`config.mk`:
```
export PLATFORM = sky130hd
export DESIGN_NAME = watchdog_timeout_unit
export DESIGN_NICKNAME = d
export VERILOG_FILES = /design/src/inc/wdt_pkg.sv /design/src/rtl/wdt_postscaler.sv /design/src/rtl/watchdog_timeout_unit.sv
export SDC_FILE = /design/constraint.sdc
export NUM_CORES = 1
export LEC_CHECK = 0
export BUFFER_PORTS_ARGS = -buffer_cell sky130_fd_sc_hd__buf_2
export CAP_MARGIN = 25
export CORE_ASPECT_RATIO = 0.5
export CORE_MARGIN = 2
export CORE_UTILIZATION = 63
export DETAILED_ROUTE_END_ITERATION = 8
export PLACE_DENSITY = 0.88
export SYNTH_ARGS = -nofsm -noshare
export SYNTH_HDL_FRONTEND = slang
export SYNTH_SLANG_ARGS = --single-unit
```
`constraint.sdc`:
```
create_clock -name clk -period 4.6 [get_ports clk]
set_input_delay 0.92 -clock clk [delete_from_list [all_inputs] [get_ports clk]]
set_output_delay 0.92 -clock clk [all_outputs]
set_load 0.1 [all_outputs]
```
`src/inc/wdt_pkg.sv`:
```
/*
  constants for the watchdog timeout unit: config word fields, prescale and
  postscale ratios, nominal timing.
  assumes a 10 MHz system clock and a low-power rc clock tick arriving as a
  one-cycle enable pulse synchronous to clk.
*/
// Behaviour
// RULE_01: watchdog counts low-power rc ticks; enabling it requests that oscillator on.
// RULE_02: prescaler divides by 32 or 128, chosen by prescale select bit.
// RULE_03: at 32 kHz prescaler alone gives about 1 ms or 4 ms.
// RULE_04: postscaler divides further, sixteen ratios from 1:1 to 1:32768.
// RULE_05: any device reset clears watchdog, prescaler and postscaler counts.
// RULE_06: completed clock switch, software or fail-safe, clears all counts.
// RULE_07: switch completes when go bit clears and status copies next selection.
// RULE_08: power-save instruction entering sleep or idle clears all counts.
// RULE_09: leaving sleep or idle back to normal clears all counts.
// RULE_10: watchdog clear instruction in normal execution clears all counts.
// RULE_11: enabled watchdog counts in sleep and idle; timeout there wakes core.
// RULE_12: software clears the sleep or idle status flag after watchdog wake.
// RULE_13: hard enable bit set means watchdog always runs.
// RULE_14: hard enable clear means watchdog runs only while soft enable is set.
// RULE_15: every device reset clears the soft enable bit.
// RULE_16: timeout sets sticky flag; only software clears it. rstn also clears it here.
// RULE_17: timeout in normal running causes a device reset request.
package watchdog_pkg;
    localparam int          CFG_W          = 8;
    localparam int          CFG_POST_LSB   = 0;
    localparam int          CFG_POST_W     = 4;
    localparam int          CFG_PRE_BIT    = 4;
    localparam int          CFG_HARD_BIT   = 7;
    localparam int          PRE_W          = 7;
    localparam logic [6:0]  PRE_LAST_5BIT  = 7'h1F;
    localparam logic [6:0]  PRE_LAST_7BIT  = 7'h7F;
    localparam int          POST_W         = 15;
    localparam int          RC_OSC_HZ      = 32000;
    localparam int          BASE_5BIT_US   = 1000;
    localparam int          BASE_7BIT_US   = 4000;
    localparam int          CLK_HZ         = 10000000;
    localparam int          OSC_SEL_W      = 3;
    localparam logic        SOFT_EN_RESET  = 1'b0;

    typedef enum logic [1:0] {
        PM_RUN   = 2'b00,
        PM_SLEEP = 2'b01,
        PM_IDLE  = 2'b10
    } power_mode_t;
endpackage

```
`src/rtl/wdt_postscaler.sv`:
```
/*
  postscaler counter: counts prescaler wraps and flags when the chosen
  power-of-two ratio is reached.
  assumes clear and step are synchronous single-cycle strobes.
*/
`timescale 1ns/1ps
module watchdog_postscaler
    import watchdog_pkg::*;
#(
    parameter int WIDTH = POST_W
) (
    // clock and reset
    input  wire logic               clk,
    input  wire logic               rstn,
    input  wire logic               ce,
    // control
    input  wire logic               clear,
    input  wire logic               step,
    input  wire logic [3:0]         ratio_sel,
    // result
    output logic                    expire
);
    initial begin
        if (WIDTH != POST_W) $error("postscaler width must be 15");
    end

    logic [WIDTH-1:0] count_reg;
    logic [WIDTH-1:0] count_next;
    logic [WIDTH-1:0] last_value;

    // last count for 2^sel ratio
    assign last_value = WIDTH'((32'h1 << ratio_sel) - 32'h1);
    assign expire     = step && (count_reg == last_value);
    assign count_next = (clear || expire) ? '0 : count_reg + WIDTH'(1);

    always_ff @(posedge clk or negedge rstn) begin
        if (!rstn) begin
            count_reg <= '0;
        end else if (ce && (clear || step)) begin
            count_reg <= count_next;
        end
    end
endmodule

```
`src/rtl/watchdog_timeout_unit.sv`:
```
/*
  watchdog timeout unit: prescaler, postscaler, enable logic, clear sources,
  sticky timeout flag, wake and reset requests.
  assumes low_power_rc_tick is a one-cycle pulse per low-power rc period, and that the
  oscillator and power-save controllers drive their strobes synchronously.
*/
`timescale 1ns/1ps
module watchdog_timeout_unit
    import watchdog_pkg::*;
(
    // clock and reset
    input  wire logic                 clk,
    input  wire logic                 rstn,
    input  wire logic                 ce,
    // low-power rc oscillator
    input  wire logic                 low_power_rc_tick,
    output logic                      low_power_rc_osc_en,
    // configuration
    input  wire logic [CFG_W-1:0]     watchdog_config_word,
    // reset control register bits
    input  wire logic                 soft_enable_set,
    input  wire logic                 soft_enable_clr,
    input  wire logic                 timeout_flag_clr,
    output logic                      watchdog_soft_enable,
    output logic                      watchdog_timeout_flag,
    // clock switch status
    input  wire logic                 clock_switch_go,
    input  wire logic [OSC_SEL_W-1:0] next_clock_select,
    input  wire logic [OSC_SEL_W-1:0] current_clock_status,
    // core events
    input  wire logic                 power_save_instr,
    input  wire logic                 power_save_idle,
    input  wire logic                 watchdog_clear_instr,
    input  wire logic                 wake_other,
    // results
    output logic                      core_wake,
    output logic                      device_reset_req,
    output logic                      in_power_save
);
    logic [PRE_W-1:0]      pre_reg;
    logic                  go_reg;
    logic [OSC_SEL_W-1:0]  cur_reg;
    power_mode_t           mode_reg;
    power_mode_t           mode_next;
    logic                  soft_en_next;
    logic                  flag_next;
    logic                  en_next;

    wire logic             hard_en      = watchdog_config_word[CFG_HARD_BIT];
    wire logic             pre_7bit     = watchdog_config_word[CFG_PRE_BIT];
    wire logic [3:0]       post_sel     =
        watchdog_config_word[CFG_POST_LSB +: CFG_POST_W];

    // RULE_13 RULE_14 enable select
    wire logic             watchdog_enabled = hard_en || watchdog_soft_enable;
    // RULE_02 prescale ratio
    wire logic [PRE_W-1:0] pre_last     = pre_7bit ? PRE_LAST_7BIT : PRE_LAST_5BIT;
    // RULE_03 base period from 32 or 128 ticks
    wire logic             pre_wrap     = watchdog_enabled && low_power_rc_tick &&
                                          (pre_reg == pre_last);
    // RULE_07 switch complete detect
    wire logic             switch_done  = go_reg && !clock_switch_go &&
                                          (current_clock_status == next_clock_select) &&
                                          (cur_reg != current_clock_status);
    wire logic             running      = (mode_reg == PM_RUN);
    wire logic             post_expire;
    wire logic             timeout      = post_expire;
    // RULE_09 exit on wake
    wire logic             wake_exit    = !running && wake_other;
    wire logic             leave_save   = wake_exit || (!running && timeout);
    // RULE_06 RULE_08 RULE_10 clear sources
    // timeout exit kept out of the step gate, else step loops through expire
    wire logic             clear_cmd    = switch_done || power_save_instr || wake_exit ||
                                          (watchdog_clear_instr && running) ||
                                          !watchdog_enabled;
    wire logic             clear_all    = clear_cmd || leave_save;

    // RULE_04 postscaler ratios
    watchdog_postscaler #(
        .WIDTH     (POST_W)
    ) u_post (
        .clk       (clk),
        .rstn      (rstn),
        .ce        (ce),
        .clear     (clear_all),
        .step      (pre_wrap && !clear_cmd),
        .ratio_sel (post_sel),
        .expire    (post_expire)
    );

    assign mode_next = (running && power_save_instr) ?
                           (power_save_idle ? PM_IDLE : PM_SLEEP) :
                       leave_save ? PM_RUN : mode_reg;
    // RULE_16 set wins over clear
    assign flag_next    = timeout || (watchdog_timeout_flag && !timeout_flag_clr);
    assign soft_en_next = soft_enable_set || (watchdog_soft_enable && !soft_enable_clr);
    assign en_next      = hard_en || soft_en_next;

    // RULE_05 RULE_15 reset clears counts and soft enable
    always_ff @(posedge clk or negedge rstn) begin
        if (!rstn) begin
            pre_reg               <= '0;
            go_reg                <= 1'b0;
            cur_reg               <= '0;
            mode_reg              <= PM_RUN;
            watchdog_soft_enable  <= SOFT_EN_RESET;
            watchdog_timeout_flag <= 1'b0;
            low_power_rc_osc_en   <= 1'b0;
            core_wake             <= 1'b0;
            device_reset_req      <= 1'b0;
            in_power_save         <= 1'b0;
        end else if (ce) begin
            // RULE_02 prescaler count
            if (clear_all || pre_wrap) begin
                pre_reg <= '0;
            end else if (low_power_rc_tick) begin
                pre_reg <= pre_reg + PRE_W'(1);
            end
            go_reg                <= clock_switch_go;
            cur_reg               <= current_clock_status;
            mode_reg              <= mode_next;
            watchdog_soft_enable  <= soft_en_next;
            watchdog_timeout_flag <= flag_next;
            // RULE_01 oscillator follows enable
            low_power_rc_osc_en   <= en_next;
            // RULE_11 wake from sleep or idle
            core_wake             <= timeout && !running;
            // RULE_17 reset in normal run
            device_reset_req      <= timeout && running;
            in_power_save         <= (mode_next != PM_RUN);
        end
    end

    // RULE_12 software clears sleep and idle flags elsewhere

    // assertions
    a_flag_sticky: assert property (@(posedge clk) disable iff (!rstn) // RULE_16
        ce && watchdog_timeout_flag && !timeout_flag_clr |=> watchdog_timeout_flag)
        else $error("timeout flag dropped without clear");
    a_flag_set: assert property (@(posedge clk) disable iff (!rstn) // RULE_16
        ce && timeout |=> watchdog_timeout_flag)
        else $error("timeout did not set flag");
    a_reset_run: assert property (@(posedge clk) disable iff (!rstn) // RULE_17
        ce && timeout && running |=> device_reset_req && !core_wake)
        else $error("run timeout gave no reset");
    a_wake_save: assert property (@(posedge clk) disable iff (!rstn) // RULE_11
        ce && timeout && !running |=> core_wake && !device_reset_req)
        else $error("sleep timeout gave no wake");
    a_pre_clear: assert property (@(posedge clk) disable iff (!rstn) // RULE_10
        ce && watchdog_clear_instr && running |=> pre_reg == '0)
        else $error("clear instruction left prescaler");
    a_save_clear: assert property (@(posedge clk) disable iff (!rstn) // RULE_08
        ce && power_save_instr |=> pre_reg == '0)
        else $error("power save left prescaler");
    a_switch_clear: assert property (@(posedge clk) disable iff (!rstn) // RULE_06
        ce && switch_done |=> pre_reg == '0)
        else $error("clock switch left prescaler");
    a_exit_clear: assert property (@(posedge clk) disable iff (!rstn) // RULE_09
        ce && leave_save |=> pre_reg == '0 && mode_reg == PM_RUN)
        else $error("exit left prescaler");
    a_hard_on: assert property (@(posedge clk) disable iff (!rstn) // RULE_13
        ce && hard_en |=> low_power_rc_osc_en)
        else $error("hard enable did not run oscillator");
    a_soft_off: assert property (@(posedge clk) disable iff (!rstn) // RULE_14
        ce && !hard_en && !watchdog_soft_enable |=> pre_reg == '0)
        else $error("disabled watchdog advanced");
    a_pre_bound: assert property (@(posedge clk) disable iff (!rstn) // RULE_02
        pre_reg <= pre_last || $past(pre_7bit) != pre_7bit)
        else $error("prescaler past its ratio");

    c_run_timeout:  cover property (@(posedge clk) disable iff (!rstn) device_reset_req);
    c_sleep_wake:   cover property (@(posedge clk) disable iff (!rstn) core_wake);
    c_switch:       cover property (@(posedge clk) disable iff (!rstn) switch_done);
    c_idle_entry:   cover property (@(posedge clk) disable iff (!rstn) mode_reg == PM_IDLE);
    c_flag_cleared: cover property (@(posedge clk) disable iff (!rstn)
        watchdog_timeout_flag ##1 !watchdog_timeout_flag);
endmodule

```
# Word-level counts from Yosys, hierarchy flattened
# Index checks and enable logic that the tools add are counted.
# classes
div	0
n_mul	0
mux	7
n_eq_ne	4
add_sub_neg	3
magnitude_cmp	0
n_reduce_logical	38
n_shift	1
bitwise_logic	0
# ops
op	n
$mux 7	3
$add 15x1->15 const B	1
$eq 15x15->1	1
$logic_and 1x1->1	15
$mux 15	1
$shl 1x4->15 const A	1
$sub 15x1->15 const B	1
$logic_or 1x1->1	13
$add 7x1->7 const B	1
$eq 7x7->1	1
$logic_not 1->1	6
$mux 2	3
$reduce_bool 2->1	2
$eq 3x3->1	1
$ne 3x3->1	1
$logic_not 2->1	1
$reduce_and 2->1	1
# totals
mem_bits_rw	0
mem_count	0
input_bits	26
latch_bits	0
romBits	0
elab_cells	64
register_bits	34
out_inout_bits	6

# Depth between registers and ports, before layout
# Gate-level depths: netlist (run 1).
# logic_depth
ltp_word	17
depth_mapped	13
depth_no_buf	9

# By module
# From an unflattened synthesis (run 1), not the netlist that was laid out.
# unflattened
cells_unflattened	273
area_unflattened_um2	2409.8
# modules_own_cells
module	n_inst	cells_per_inst	seq_area_each_um2	area_each_um2
watchdog_postscaler	1	170	375.4	1378.8
watchdog_timeout_unit	1	103	475.5	1031.0

# Worst setup path before layout (run 1)
# Ideal clock, no wire load.
# synth_path
kind	input to register
start	input watchdog_config_word[3]
end	register u_post.count_reg[10]
path_stages	12
t_arrival_ps	3262
required_ps	4455
path_slack_ps	1194
n_path_buf	3
setup_time_ps	145
cell_sequence	buf_4 buf_2 nor3_1 nand2b_1 ha_1 and4b_1 a221o_1 a2111oi_2 nand4_1 nor3_2 buf_6 nor3_2
# synth_via
elab_chain_len	9
elab_cells_between_ends	11
cone_classes	1 x add/sub; 1 x eq/ne; 1 x shift; 1 x mux; 7 x reduce/logical
# synth_lines
item	line_no	rtl
from (decl)	watchdog_timeout_unit.sv:19	input wire logic [CFG_W-1:0] watchdog_config_word,
$shl 1x4->15 (*)	wdt_postscaler.sv:32	assign last_value = WIDTH'((32'h1 << ratio_sel) - 32'h1);
$sub 15x1->15 (*)	wdt_postscaler.sv:32	
$eq 15x15->1 (*)	wdt_postscaler.sv:33	assign expire = step && (count_reg == last_value);
$logic_and 1x1->1 (*)	wdt_postscaler.sv:33	
$logic_and 1x1->1	watchdog_timeout_unit.sv:70	wire logic leave_save = wake_exit || (!running && timeout);
$logic_or 1x1->1	watchdog_timeout_unit.sv:70	
$logic_or 1x1->1	watchdog_timeout_unit.sv:76	wire logic clear_all = clear_cmd || leave_save;
$logic_or 1x1->1 (on tied branches)	wdt_postscaler.sv:34, wdt_postscaler.sv:39	
$mux 15 or $logic_and 1x1->1 (tied branches)	wdt_postscaler.sv:34, wdt_postscaler.sv:39	
to (signal assigned)	wdt_postscaler.sv:40	count_reg <= count_next;
to (decl)	wdt_postscaler.sv:27	logic [WIDTH-1:0] count_reg;
# Mark *: on every way between the ends. The rest lies on a longest branch, timed or not.
# A chain may end at the register's enable or synchronous reset.

# Final worst setup path (run 1)
# layout_path
start	input watchdog_config_word[3]
end	register u_post.count_reg[3]
# Same word-level chain as after synthesis.

==> impl_metrics.env, run 1 <==
export IMPL_cts_max_level=2
export IMPL_final_cells=350
export IMPL_power_switching_mw=0.232
export IMPL_nets=325
export IMPL_cts_root_buf="clkbuf_8"
export IMPL_die_area_um2=4560
export IMPL_r2r_start="u_post.count_reg[10]"
export IMPL_cts_resized=0
export IMPL_drc=0
export IMPL_viasPerCell=6.55
export IMPL_rsz0062_at_grt="no"
export IMPL_antenna_found_initial=0
export IMPL_status="complete, no violations"
export IMPL_worstPathRequired_ns=4.74
export IMPL_grt_pass1_wl_um=10000
export IMPL_clk_path_buf_depth=2
export IMPL_cts_tree="yes"
export IMPL_ir_drop_v=0.000245
export IMPL_synth_async_reset_ratio_pct=100
export IMPL_cts_buffers_inserted=5
export IMPL_avgSynthCellArea_um2=9.05
export IMPL_drv_slew=0
export IMPL_syn_inst=279
export IMPL_syn_to_final_growth_pct=8.92
export IMPL_worst_clock_skew_ns=0.00667
export IMPL_drive_gt1_share_pct=20.3
export IMPL_multi_input_area_um2=1520
export IMPL_die_h_um=48.8
export IMPL_critPathKind="in -> reg"
export IMPL_seq_power_share_pct=42.4
export IMPL_first_pass_iters=5
export IMPL_cts_hold_buf=0
export IMPL_grt_max_degree=35
export IMPL_io_pin_count=32
export IMPL_fillers=273
export IMPL_num_rows=16
export IMPL_worstHoldPathType="reg -> reg"
export IMPL_ys_ff_latch=34
export IMPL_track_usage_pct=28.3
export IMPL_yosysUniqueCellTypes=60
export IMPL_placed_cells=343
export IMPL_synth_edff_count=0
export IMPL_core_area_um2=3860
export IMPL_final_core_util_pct=71.2
export IMPL_min_period_over_period_pct=81.6
export IMPL_swShare_pct=30.3
export IMPL_hold_violations=0
export IMPL_hpwl_um=4350
export IMPL_worst_setup_path_start_kind="primary input"
export IMPL_regArea_um2=851
export IMPL_vias=2292
export IMPL_first_iter_violations=177
export IMPL_period_minus_slack_ns=3.75
export IMPL_fmax_mhz=266
export IMPL_ys_warn_count=0
export IMPL_clkPwrFrac_pct=36.8
export IMPL_ys_top_cells_by_area="dfrtp_1, xnor2_1, nor3_2"
export IMPL_start_util_pct=65.3
export IMPL_syn_area_um2=2520
export IMPL_synth_flop_cell="dfrtp_1"
export IMPL_synth_top_area_cell="dfrtp_1"
export IMPL_largest_reg_flops=15
export IMPL_die_x_um=93.5
export IMPL_intPower_mw=0.535
export IMPL_grt_ovfl_total=0
export IMPL_clk_latency_ns=0.29
export IMPL_synth_nets=308
export IMPL_p_per_area_nw_per_um2=279
export IMPL_drt_wl_total_um=6060
export IMPL_drtAntennaViolNets=0
export IMPL_grt_pass1_vias=2215
export IMPL_critPathMaxFanout=26
export IMPL_fin_setup_tns_ns=0
export IMPL_hp_start="in_power_save"
export IMPL_avgRoutedWirePerCell_um=17.3
export IMPL_drv_cap=0
export IMPL_slew_headroom_pct=49.2
export IMPL_tightestPinTransition_ns=0.763
export IMPL_clock_sinks=34
export IMPL_io_buffers=29
export IMPL_p_leak_nw=1.12
export IMPL_worst_ep_arrival_time_ns=3.89
export IMPL_ys_seq_area_share_pct=33.7
export IMPL_diodes=0
export IMPL_setup_worst_path_start="watchdog_config_word[3]"
export IMPL_gp_congestion=0.887
export IMPL_endpoint_kind="flip-flop"
export IMPL_setup_viol=0
export IMPL_synth_top_area_share_pct=33.7
export IMPL_cts_setup_buffers=0
export IMPL_cts_clk_slew_worst_paths_ns=0.07
export IMPL_comb_power_share_pct=20.8
[critical path, stage by stage]
cell       delay (ns)
buf_2            0.23
nor3_1           0.29
nand2b_1         0.09
ha_1             0.36
and4b_1          0.27
a221o_1          0.31
a2111oi_2        0.39
nand4_1          0.17
nor3_2           0.49
buf_4            0.29
nor3_1           0.07
[cell usage after synthesis (4+ instances only)]
| master | number |
|---|---|
| dfrtp_1 | 34 |
| xnor2_1 | 20 |
| nand2_1 | 19 |
| nor2_1 | 17 |
| nand4_1 | 16 |
| a21oi_1 | 13 |
| nor3_2 | 12 |
| nor3_1 | 11 |
| xor2_1 | 10 |
| clkbuf_1 | 9 |
| inv_1 | 9 |
| nand2b_1 | 7 |
| nand3_1 | 7 |
| nor2b_1 | 6 |
| buf_2 | 5 |
| o211ai_1 | 5 |
| a211oi_1 | 4 |
| and3_1 | 4 |
| buf_6 | 4 |
| mux2_2 | 4 |
| o31ai_1 | 4 |
[kinds of logic after synthesis]
group,synth area share (%)
XOR/XNOR,10.4
flip-flops,33.7
buffers and inverters,6.19
adder cells (fa/ha/maj),1.49
multiplexers,2.58
AND/OR/NAND/NOR,27.1
AO/OA/AOI/OAI,18.6
[layer usage]
layer | wire, um | global-route usage, % | part of all wire [%] | up-vias
met5 | 0 | 0 | 0 | -
met4 | 238 | 15.5 | 3.9 | 0
met3 | 439 | 7.63 | 7.2 | 29
met2 | 2870 | 45.4 | 47 | 101
met1 | 2520 | 34.9 | 42 | 1088
li1 | - | - | - | 1074
[power by group through the flow]
stage | Combinational, mW | Clock [mW] | Sequential (mW)
3_5_place_dp | 0.158 | 0 | 0.330
6_report | 0.160 | 0.282 | 0.325
5_1_grt | 0.173 | 0.294 | 0.326
2_1_floorplan | 0.0884 | 0 | 0.360
4_1_cts | 0.159 | 0.285 | 0.325
3_3_place_gp | 0.148 | 0 | 0.329
[per-stage QoR]
stage                     power [mW]  setup slack [ns]  hold WS, ns  cell area, um2
after floorplan                0.448              1.19        0.464            2520
after CTS                      0.769             0.884        0.497            2750
after global routing           0.794             0.646        0.534            2750
after global placement         0.477             0.734        0.470            2630
after detailed placement       0.488             0.606        0.481            2640
final                          0.767             0.847        0.495            2750
[cell type report]
cell class              instances  share of cell area (%)
inverters                       9                    1.23
clock inverters                 1                    1.09
repair buffers                 32                    6.10
well taps                      54                    2.46
flip-flops and latches         34                    30.9
clock buffers                   6                    3.00
multi-input cells             214                    55.2
[worst paths after layout]
| path | end | slack (ns) | depth (start not counted) |
|---|---|---|---|
| worst min register to register | in_power_save | 0.50 | 2 |
| max in group asynchronous | u_post.count_reg[2] | 3.41 | 1 |
| worst max-delay path | u_post.count_reg[3] | 0.85 | 11 |
| worst max register to register | u_post.count_reg[3] | 2.00 | 7 |
| min in group asynchronous | cur_reg[0] | 0.69 | 1 |
| worst min-delay path | in_power_save | 0.50 | 2 |
[placed cells by master (no fill, tap or decap), types with 5 or more instances in the layout]
master     n
clkbuf_8   6
dfrtp_1   34
nor3_1    11
nor3_2    12
nand2_1   19
o211ai_1   5
a21oi_1   13
xnor2_1   20
inv_1      9
buf_2     29
nor2b_1    6
nand2b_1   7
xor2_1    10
nor2_1    17
nand3_1    7
nand4_1   16
Power figures use the tool's default switching activity.
==> run 2, diff against run 1 <==
--- a/config.mk
+++ b/config.mk
@@ -9,9 +9,9 @@
 export CAP_MARGIN = 25
 export CORE_ASPECT_RATIO = 0.5
 export CORE_MARGIN = 2
-export CORE_UTILIZATION = 63
+export CORE_UTILIZATION = 53
 export DETAILED_ROUTE_END_ITERATION = 8
-export PLACE_DENSITY = 0.88
+export PLACE_DENSITY = 0.79
 export SYNTH_ARGS = -nofsm -noshare
 export SYNTH_HDL_FRONTEND = slang
 export SYNTH_SLANG_ARGS = --single-unit
==> constraint.sdc (replaced) <==
create_clock -name clk -period 3.4 [get_ports clk]
set_input_delay 0.68 -clock clk [delete_from_list [all_inputs] [get_ports clk]]
set_output_delay 0.68 -clock clk [all_outputs]
set_load 0.1 [all_outputs]
==> run 2 against run 1 <==
Compared with the run above:
- core utilization fell by 9.2 points
- worst hold slack got worse by 0.042 ns
- critical path type unchanged
- wire length fell by 5.6%
- highest routed layer unchanged
==> impl_metrics.env, run 2 (synthesis gave the netlist of run 1 again) <==
export IMPL_largest_reg_flops=15
export IMPL_cts_clk_slew_worst_paths_ns=0.07
export IMPL_core_area_um2=4490
export IMPL_clock_sinks=34
export IMPL_final_common_cell="dfrtp_1"
export IMPL_viasPerCell=6.05
export IMPL_rsz0062_at_grt="no"
export IMPL_grt_pass1_vias=2088
export IMPL_period_minus_slack_ns=2.92
export IMPL_die_x_um=102
export IMPL_first_pass_iters=4
export IMPL_crit_slowest_cell="a2111oi_2"
export IMPL_critPathKind="in -> reg"
export IMPL_min_period_over_period_pct=86.0
export IMPL_setup_viol=0
export IMPL_hpwl_um=4210
export IMPL_critPathMaxFanout=13
export IMPL_ir_drop_v=0.000334
export IMPL_slew_headroom_pct=50.0
export IMPL_final_cell_mix="dfrtp_1, buf_2, xnor2_1, nand2_1, nor2_1"
export IMPL_num_rows=17
export IMPL_track_usage_pct=23.8
export IMPL_start_util_pct=56.3
export IMPL_grt_max_degree=35
export IMPL_hold_violations=0
export IMPL_p_per_area_nw_per_um2=346
export IMPL_max_stage_delay_ns=0.39
export IMPL_placed_cells=360
export IMPL_grt_pass1_wl_um=9690
export IMPL_drt_wl_total_um=5720
export IMPL_first_iter_violations=216
export IMPL_final_cells=368
export IMPL_die_h_um=52.8
export IMPL_worst_setup_path_start_kind="primary input"
export IMPL_crit_chain="buf_2, nand2b_1, ha_1, buf_4, nor4b_1, a221o_1, a2111oi_2, nand4_1, nor3_2, a22o_1"
export IMPL_die_area_um2=5370
export IMPL_fillers=383
export IMPL_antenna_found_initial=0
export IMPL_gp_congestion=0.838
export IMPL_cts_setup_buffers=0
export IMPL_worst_clock_skew_ns=0.00580
export IMPL_drive_gt1_share_pct=21.5
export IMPL_drc=0
export IMPL_grt_ovfl_total=0
export IMPL_drv_cap=0
export IMPL_worstHoldPathType="in -> async"
export IMPL_avgRoutedWirePerCell_um=15.6
export IMPL_vias=2225
export IMPL_worst_ep_arrival_time_ns=3.15
export IMPL_cts_root_buf="clkbuf_8"
export IMPL_cts_max_level=2
export IMPL_syn_to_final_growth_pct=10.2
export IMPL_whs_ns=0.454
export IMPL_fin_setup_tns_ns=0
export IMPL_fmax_mhz=342
export IMPL_diodes=0
export IMPL_cts_tree="yes"
export IMPL_nets=330
export IMPL_p_leak_nw=1.13
export IMPL_cts_buffers_inserted=5
export IMPL_cts_hold_buf=0
export IMPL_drv_slew=0
export IMPL_worstPathRequired_ns=3.63
export IMPL_clk_latency_ns=0.29
export IMPL_tightestPinTransition_ns=0.750
export IMPL_drtAntennaViolNets=0
export IMPL_io_pin_count=32
export IMPL_status="complete, no violations"
export IMPL_io_buffers=29
export IMPL_final_core_util_pct=62.0
export IMPL_cts_resized=0
export IMPL_endpoint_kind="flip-flop"
export IMPL_clk_path_buf_depth=2
[run 2: final cells by class]
type	instances	area, um2	area share [%]
Clock inverter	1	5.00	0.180
Inverter	9	33.8	1.21
Clock buffer	7	86.3	3.10
Sequential cell	34	851	30.6
Tap cell	66	82.6	2.97
Timing Repair Buffer	37	205	7.38
Multi-Input combinational cell	214	1520	54.6
[run 2: power breakdown]
group          internal (mW)  switching, mW  total [mW]
combinational         0.0680          0.148       0.216
sequential             0.424         0.0151       0.439
clock                  0.163          0.146       0.309
[run 2: per-layer routing]
layer  vias up  global-route usage [%]  part of all wire (%)
met5         -                       0                     0
met4         0                    7.88                  0.77
met3         8                    5.87                   6.8
met2        77                    38.3                    48
met1      1055                    31.6                    44
li1       1085                       -                     -
[run 2: worst paths after layout]
kind                                         startpoint                     to  slack [ns]  cells after the start
worst max-delay path            watchdog_config_word[0]  watchdog_timeout_flag        0.48                     10
max in group asynchronous                          rstn   u_post.count_reg[11]        2.46                      1
min in group clk                          in_power_save          in_power_save        0.50                      2
worst max register to register              mode_reg[1]  watchdog_timeout_flag        0.98                      6
worst min register to register            in_power_save          in_power_save        0.50                      2
worst min-delay path                               rstn                 go_reg        0.45                      1
[run 2: stage by stage]
stage               worst slack, ns  total power [mW]  instance area [um2]
floorplan                     0.234             0.606                 2520
global placement              0.360             0.650                 2680
detailed placement            0.201             0.662                 2690
CTS                           0.505             0.969                 2780
global route                  0.325              1.01                 2780
finish                        0.478             0.963                 2780
[run 2: worst max-delay path: cells and delay by family]
family	cells	cell delay (ns)
adder cells (fa/ha/maj)	1	0.17
AND/OR/NAND/NOR	4	0.90
buffers and inverters	2	0.43
AO/OA/AOI/OAI	3	0.96
==> run 3, diff against run 2 <==
--- a/config.mk
+++ b/config.mk
@@ -9,9 +9,11 @@
 export CAP_MARGIN = 25
 export CORE_ASPECT_RATIO = 0.5
 export CORE_MARGIN = 2
-export CORE_UTILIZATION = 53
+export CORE_UTILIZATION = 58
 export DETAILED_ROUTE_END_ITERATION = 8
-export PLACE_DENSITY = 0.79
+export HOLD_SLACK_MARGIN = 0.05
+export PLACE_DENSITY = 0.82
+export RECOVER_POWER = 50
 export SYNTH_ARGS = -nofsm -noshare
 export SYNTH_HDL_FRONTEND = slang
 export SYNTH_SLANG_ARGS = --single-unit
==> constraint.sdc (replaced) <==
create_clock -name clk -period 3.2 [get_ports clk]
set_input_delay 0.64 -clock clk [delete_from_list [all_inputs] [get_ports clk]]
set_output_delay 0.64 -clock clk [all_outputs]
set_load 0.1 [all_outputs]
==> run 3 against run 2 <==
Compared with the run above:
- the run now ends with capacitance limit, slew limit left
- non-clock buffer count is 1 higher
- total power is 7.5% higher
- critical path depth stayed put
- wire length hardly changed
- critical endpoint unchanged
- largest cell class unchanged
- highest routed layer unchanged
==> impl_metrics.env, run 3 (synthesis gave the netlist of run 1 again) <==
export IMPL_p_leak_nw=1.13
export IMPL_grt_pass1_vias=2157
export IMPL_postPlaceCellArea_um2=2690
export IMPL_tightestPinTransition_ns=1.80
export IMPL_die_area_um2=4930
export IMPL_r2r_slack_ns=0.86
export IMPL_grt_ovfl_total=0
export IMPL_worst_slack_ns=0.372
export IMPL_cts_hold_buf=0
export IMPL_cts_tree="yes"
export IMPL_core_area_um2=4040
export IMPL_p_per_area_nw_per_um2=373
export IMPL_cts_resized=0
export IMPL_final_cell_mix="dfrtp_1, buf_2, xnor2_1, nand2_1, nor2_1"
export IMPL_diodes=0
export IMPL_fmax_mhz=354
export IMPL_io_pin_count=32
export IMPL_period_minus_slack_ns=2.83
export IMPL_first_pass_iters=4
export IMPL_nets=331
export IMPL_status="finished, violations left"
export IMPL_drc=0
export IMPL_cts_buffers_inserted=5
export IMPL_worst_clock_skew_ns=0.00550
export IMPL_fillers=333
export IMPL_critPathKind="in -> reg"
export IMPL_grt_max_degree=35
export IMPL_drv_cap=1
export IMPL_cts_max_level=2
export IMPL_num_rows=16
export IMPL_cts_root_buf="clkbuf_8"
export IMPL_final_core_util_pct=68.7
export IMPL_fin_setup_tns_ns=0
export IMPL_drtAntennaViolNets=0
export IMPL_ir_drop_v=0.000354
export IMPL_die_x_um=97.3
export IMPL_design_area_um2=2780
export IMPL_first_iter_violations=245
export IMPL_largest_reg_flops=15
export IMPL_start_util_pct=62.4
export IMPL_max_stage_delay_ns=0.39
export IMPL_min_period_over_period_pct=88.4
export IMPL_cts_clk_slew_worst_paths_ns=0.07
export IMPL_viasPerCell=6.33
export IMPL_crit_family="simple AND/OR/NAND/NOR gates"
export IMPL_crit_buf_inv=1
export IMPL_worst_ep_arrival_time_ns=3.05
export IMPL_hpwl_um=4070
export IMPL_drv_slew=35
export IMPL_critPathMaxFanout=5
export IMPL_drive_gt1_share_pct=21.5
export IMPL_clock_sinks=34
export IMPL_drt_wl_total_um=5730
export IMPL_crit_chain="buf_2, nor3_1, nand2b_1, ha_1, and4b_1, a221o_1, a2111oi_2, nand4_1, nor3_2, a22o_1"
export IMPL_slew_headroom_pct=-19.8
export IMPL_cts_setup_buffers=0
export IMPL_gp_congestion=0.875
export IMPL_place_ws_ns=0.0612
export IMPL_worstHoldPathType="reg -> reg"
export IMPL_worstPathRequired_ns=3.43
export IMPL_clk_latency_ns=0.29
export IMPL_violations="capacitance limit, slew limit"
export IMPL_whs_ns=0.493
export IMPL_crit_slowest_cell="a2111oi_2"
export IMPL_hold_violations=0
export IMPL_die_h_um=50.7
export IMPL_grt_pass1_wl_um=9880
export IMPL_antenna_found_initial=0
export IMPL_io_buffers=29
export IMPL_endpoint_kind="flip-flop"
export IMPL_syn_to_final_growth_pct=10.1
export IMPL_clk_path_buf_depth=2
export IMPL_rsz0062_at_grt="no"
export IMPL_final_common_cell="dfrtp_1"
export IMPL_track_usage_pct=24.9
export IMPL_vias=2261
export IMPL_setup_viol=0
export IMPL_worst_setup_path_start_kind="primary input"
export IMPL_avgRoutedWirePerCell_um=16.0
run 3: final cells by class:
cell class | instances | area [um2] | area share [%]
clock inverter | 2 | 12.5 | 0.450
sequential | 34 | 851 | 30.6
clock buffer | 6 | 82.6 | 2.97
tap | 54 | 67.6 | 2.43
inverter | 9 | 33.8 | 1.22
timing repair buffer | 38 | 214 | 7.70
multi-input combinational | 214 | 1520 | 54.6
run 3: worst reg2reg max path, cell delays in order, from the launching register on:
cell,delay (ns)
dfrtp_1,0.49
and4b_1,0.24
a221o_1,0.32
a2111oi_2,0.39
nand4_1,0.29
nor3_2,0.36
a22o_1,0.20
run 3: stage by stage:
stage                     instances  power [mW]
after floorplan                 279       0.644
after global placement          348       0.694
after detailed placement        349       0.707
after CTS                       357        1.03
after global routing            357        1.09
final                           357        1.04
run 3: metal layers:
layer | global-route usage [%] | routed length, um | vias to the layer above
met5 | 0 | 0 | -
met4 | 6.25 | 87 | 0
met3 | 5.01 | 370 | 15
met2 | 41.6 | 2620 | 79
met1 | 33.8 | 2650 | 1086
li1 | - | - | 1081
run 3: report_power, final:
part | internal, mW | total, mW | switching [mW]
logic | 0.0748 | 0.233 | 0.158
registers | 0.450 | 0.466 | 0.0157
clock network | 0.173 | 0.337 | 0.164
run 3: path summary, 6_finish.rpt:
| kind | from | depth (start not counted) | to |
|---|---|---|---|
| setup / recovery | watchdog_config_word[3] | 10 | watchdog_timeout_flag |
| hold reg to reg | in_power_save | 2 | in_power_save |
| max in group asynchronous | rstn | 1 | u_post.count_reg[6] |
| setup reg to reg | u_post.count_reg[10] | 6 | watchdog_timeout_flag |
| hold / removal | in_power_save | 2 | in_power_save |
| min in group asynchronous | rstn | 1 | core_wake |
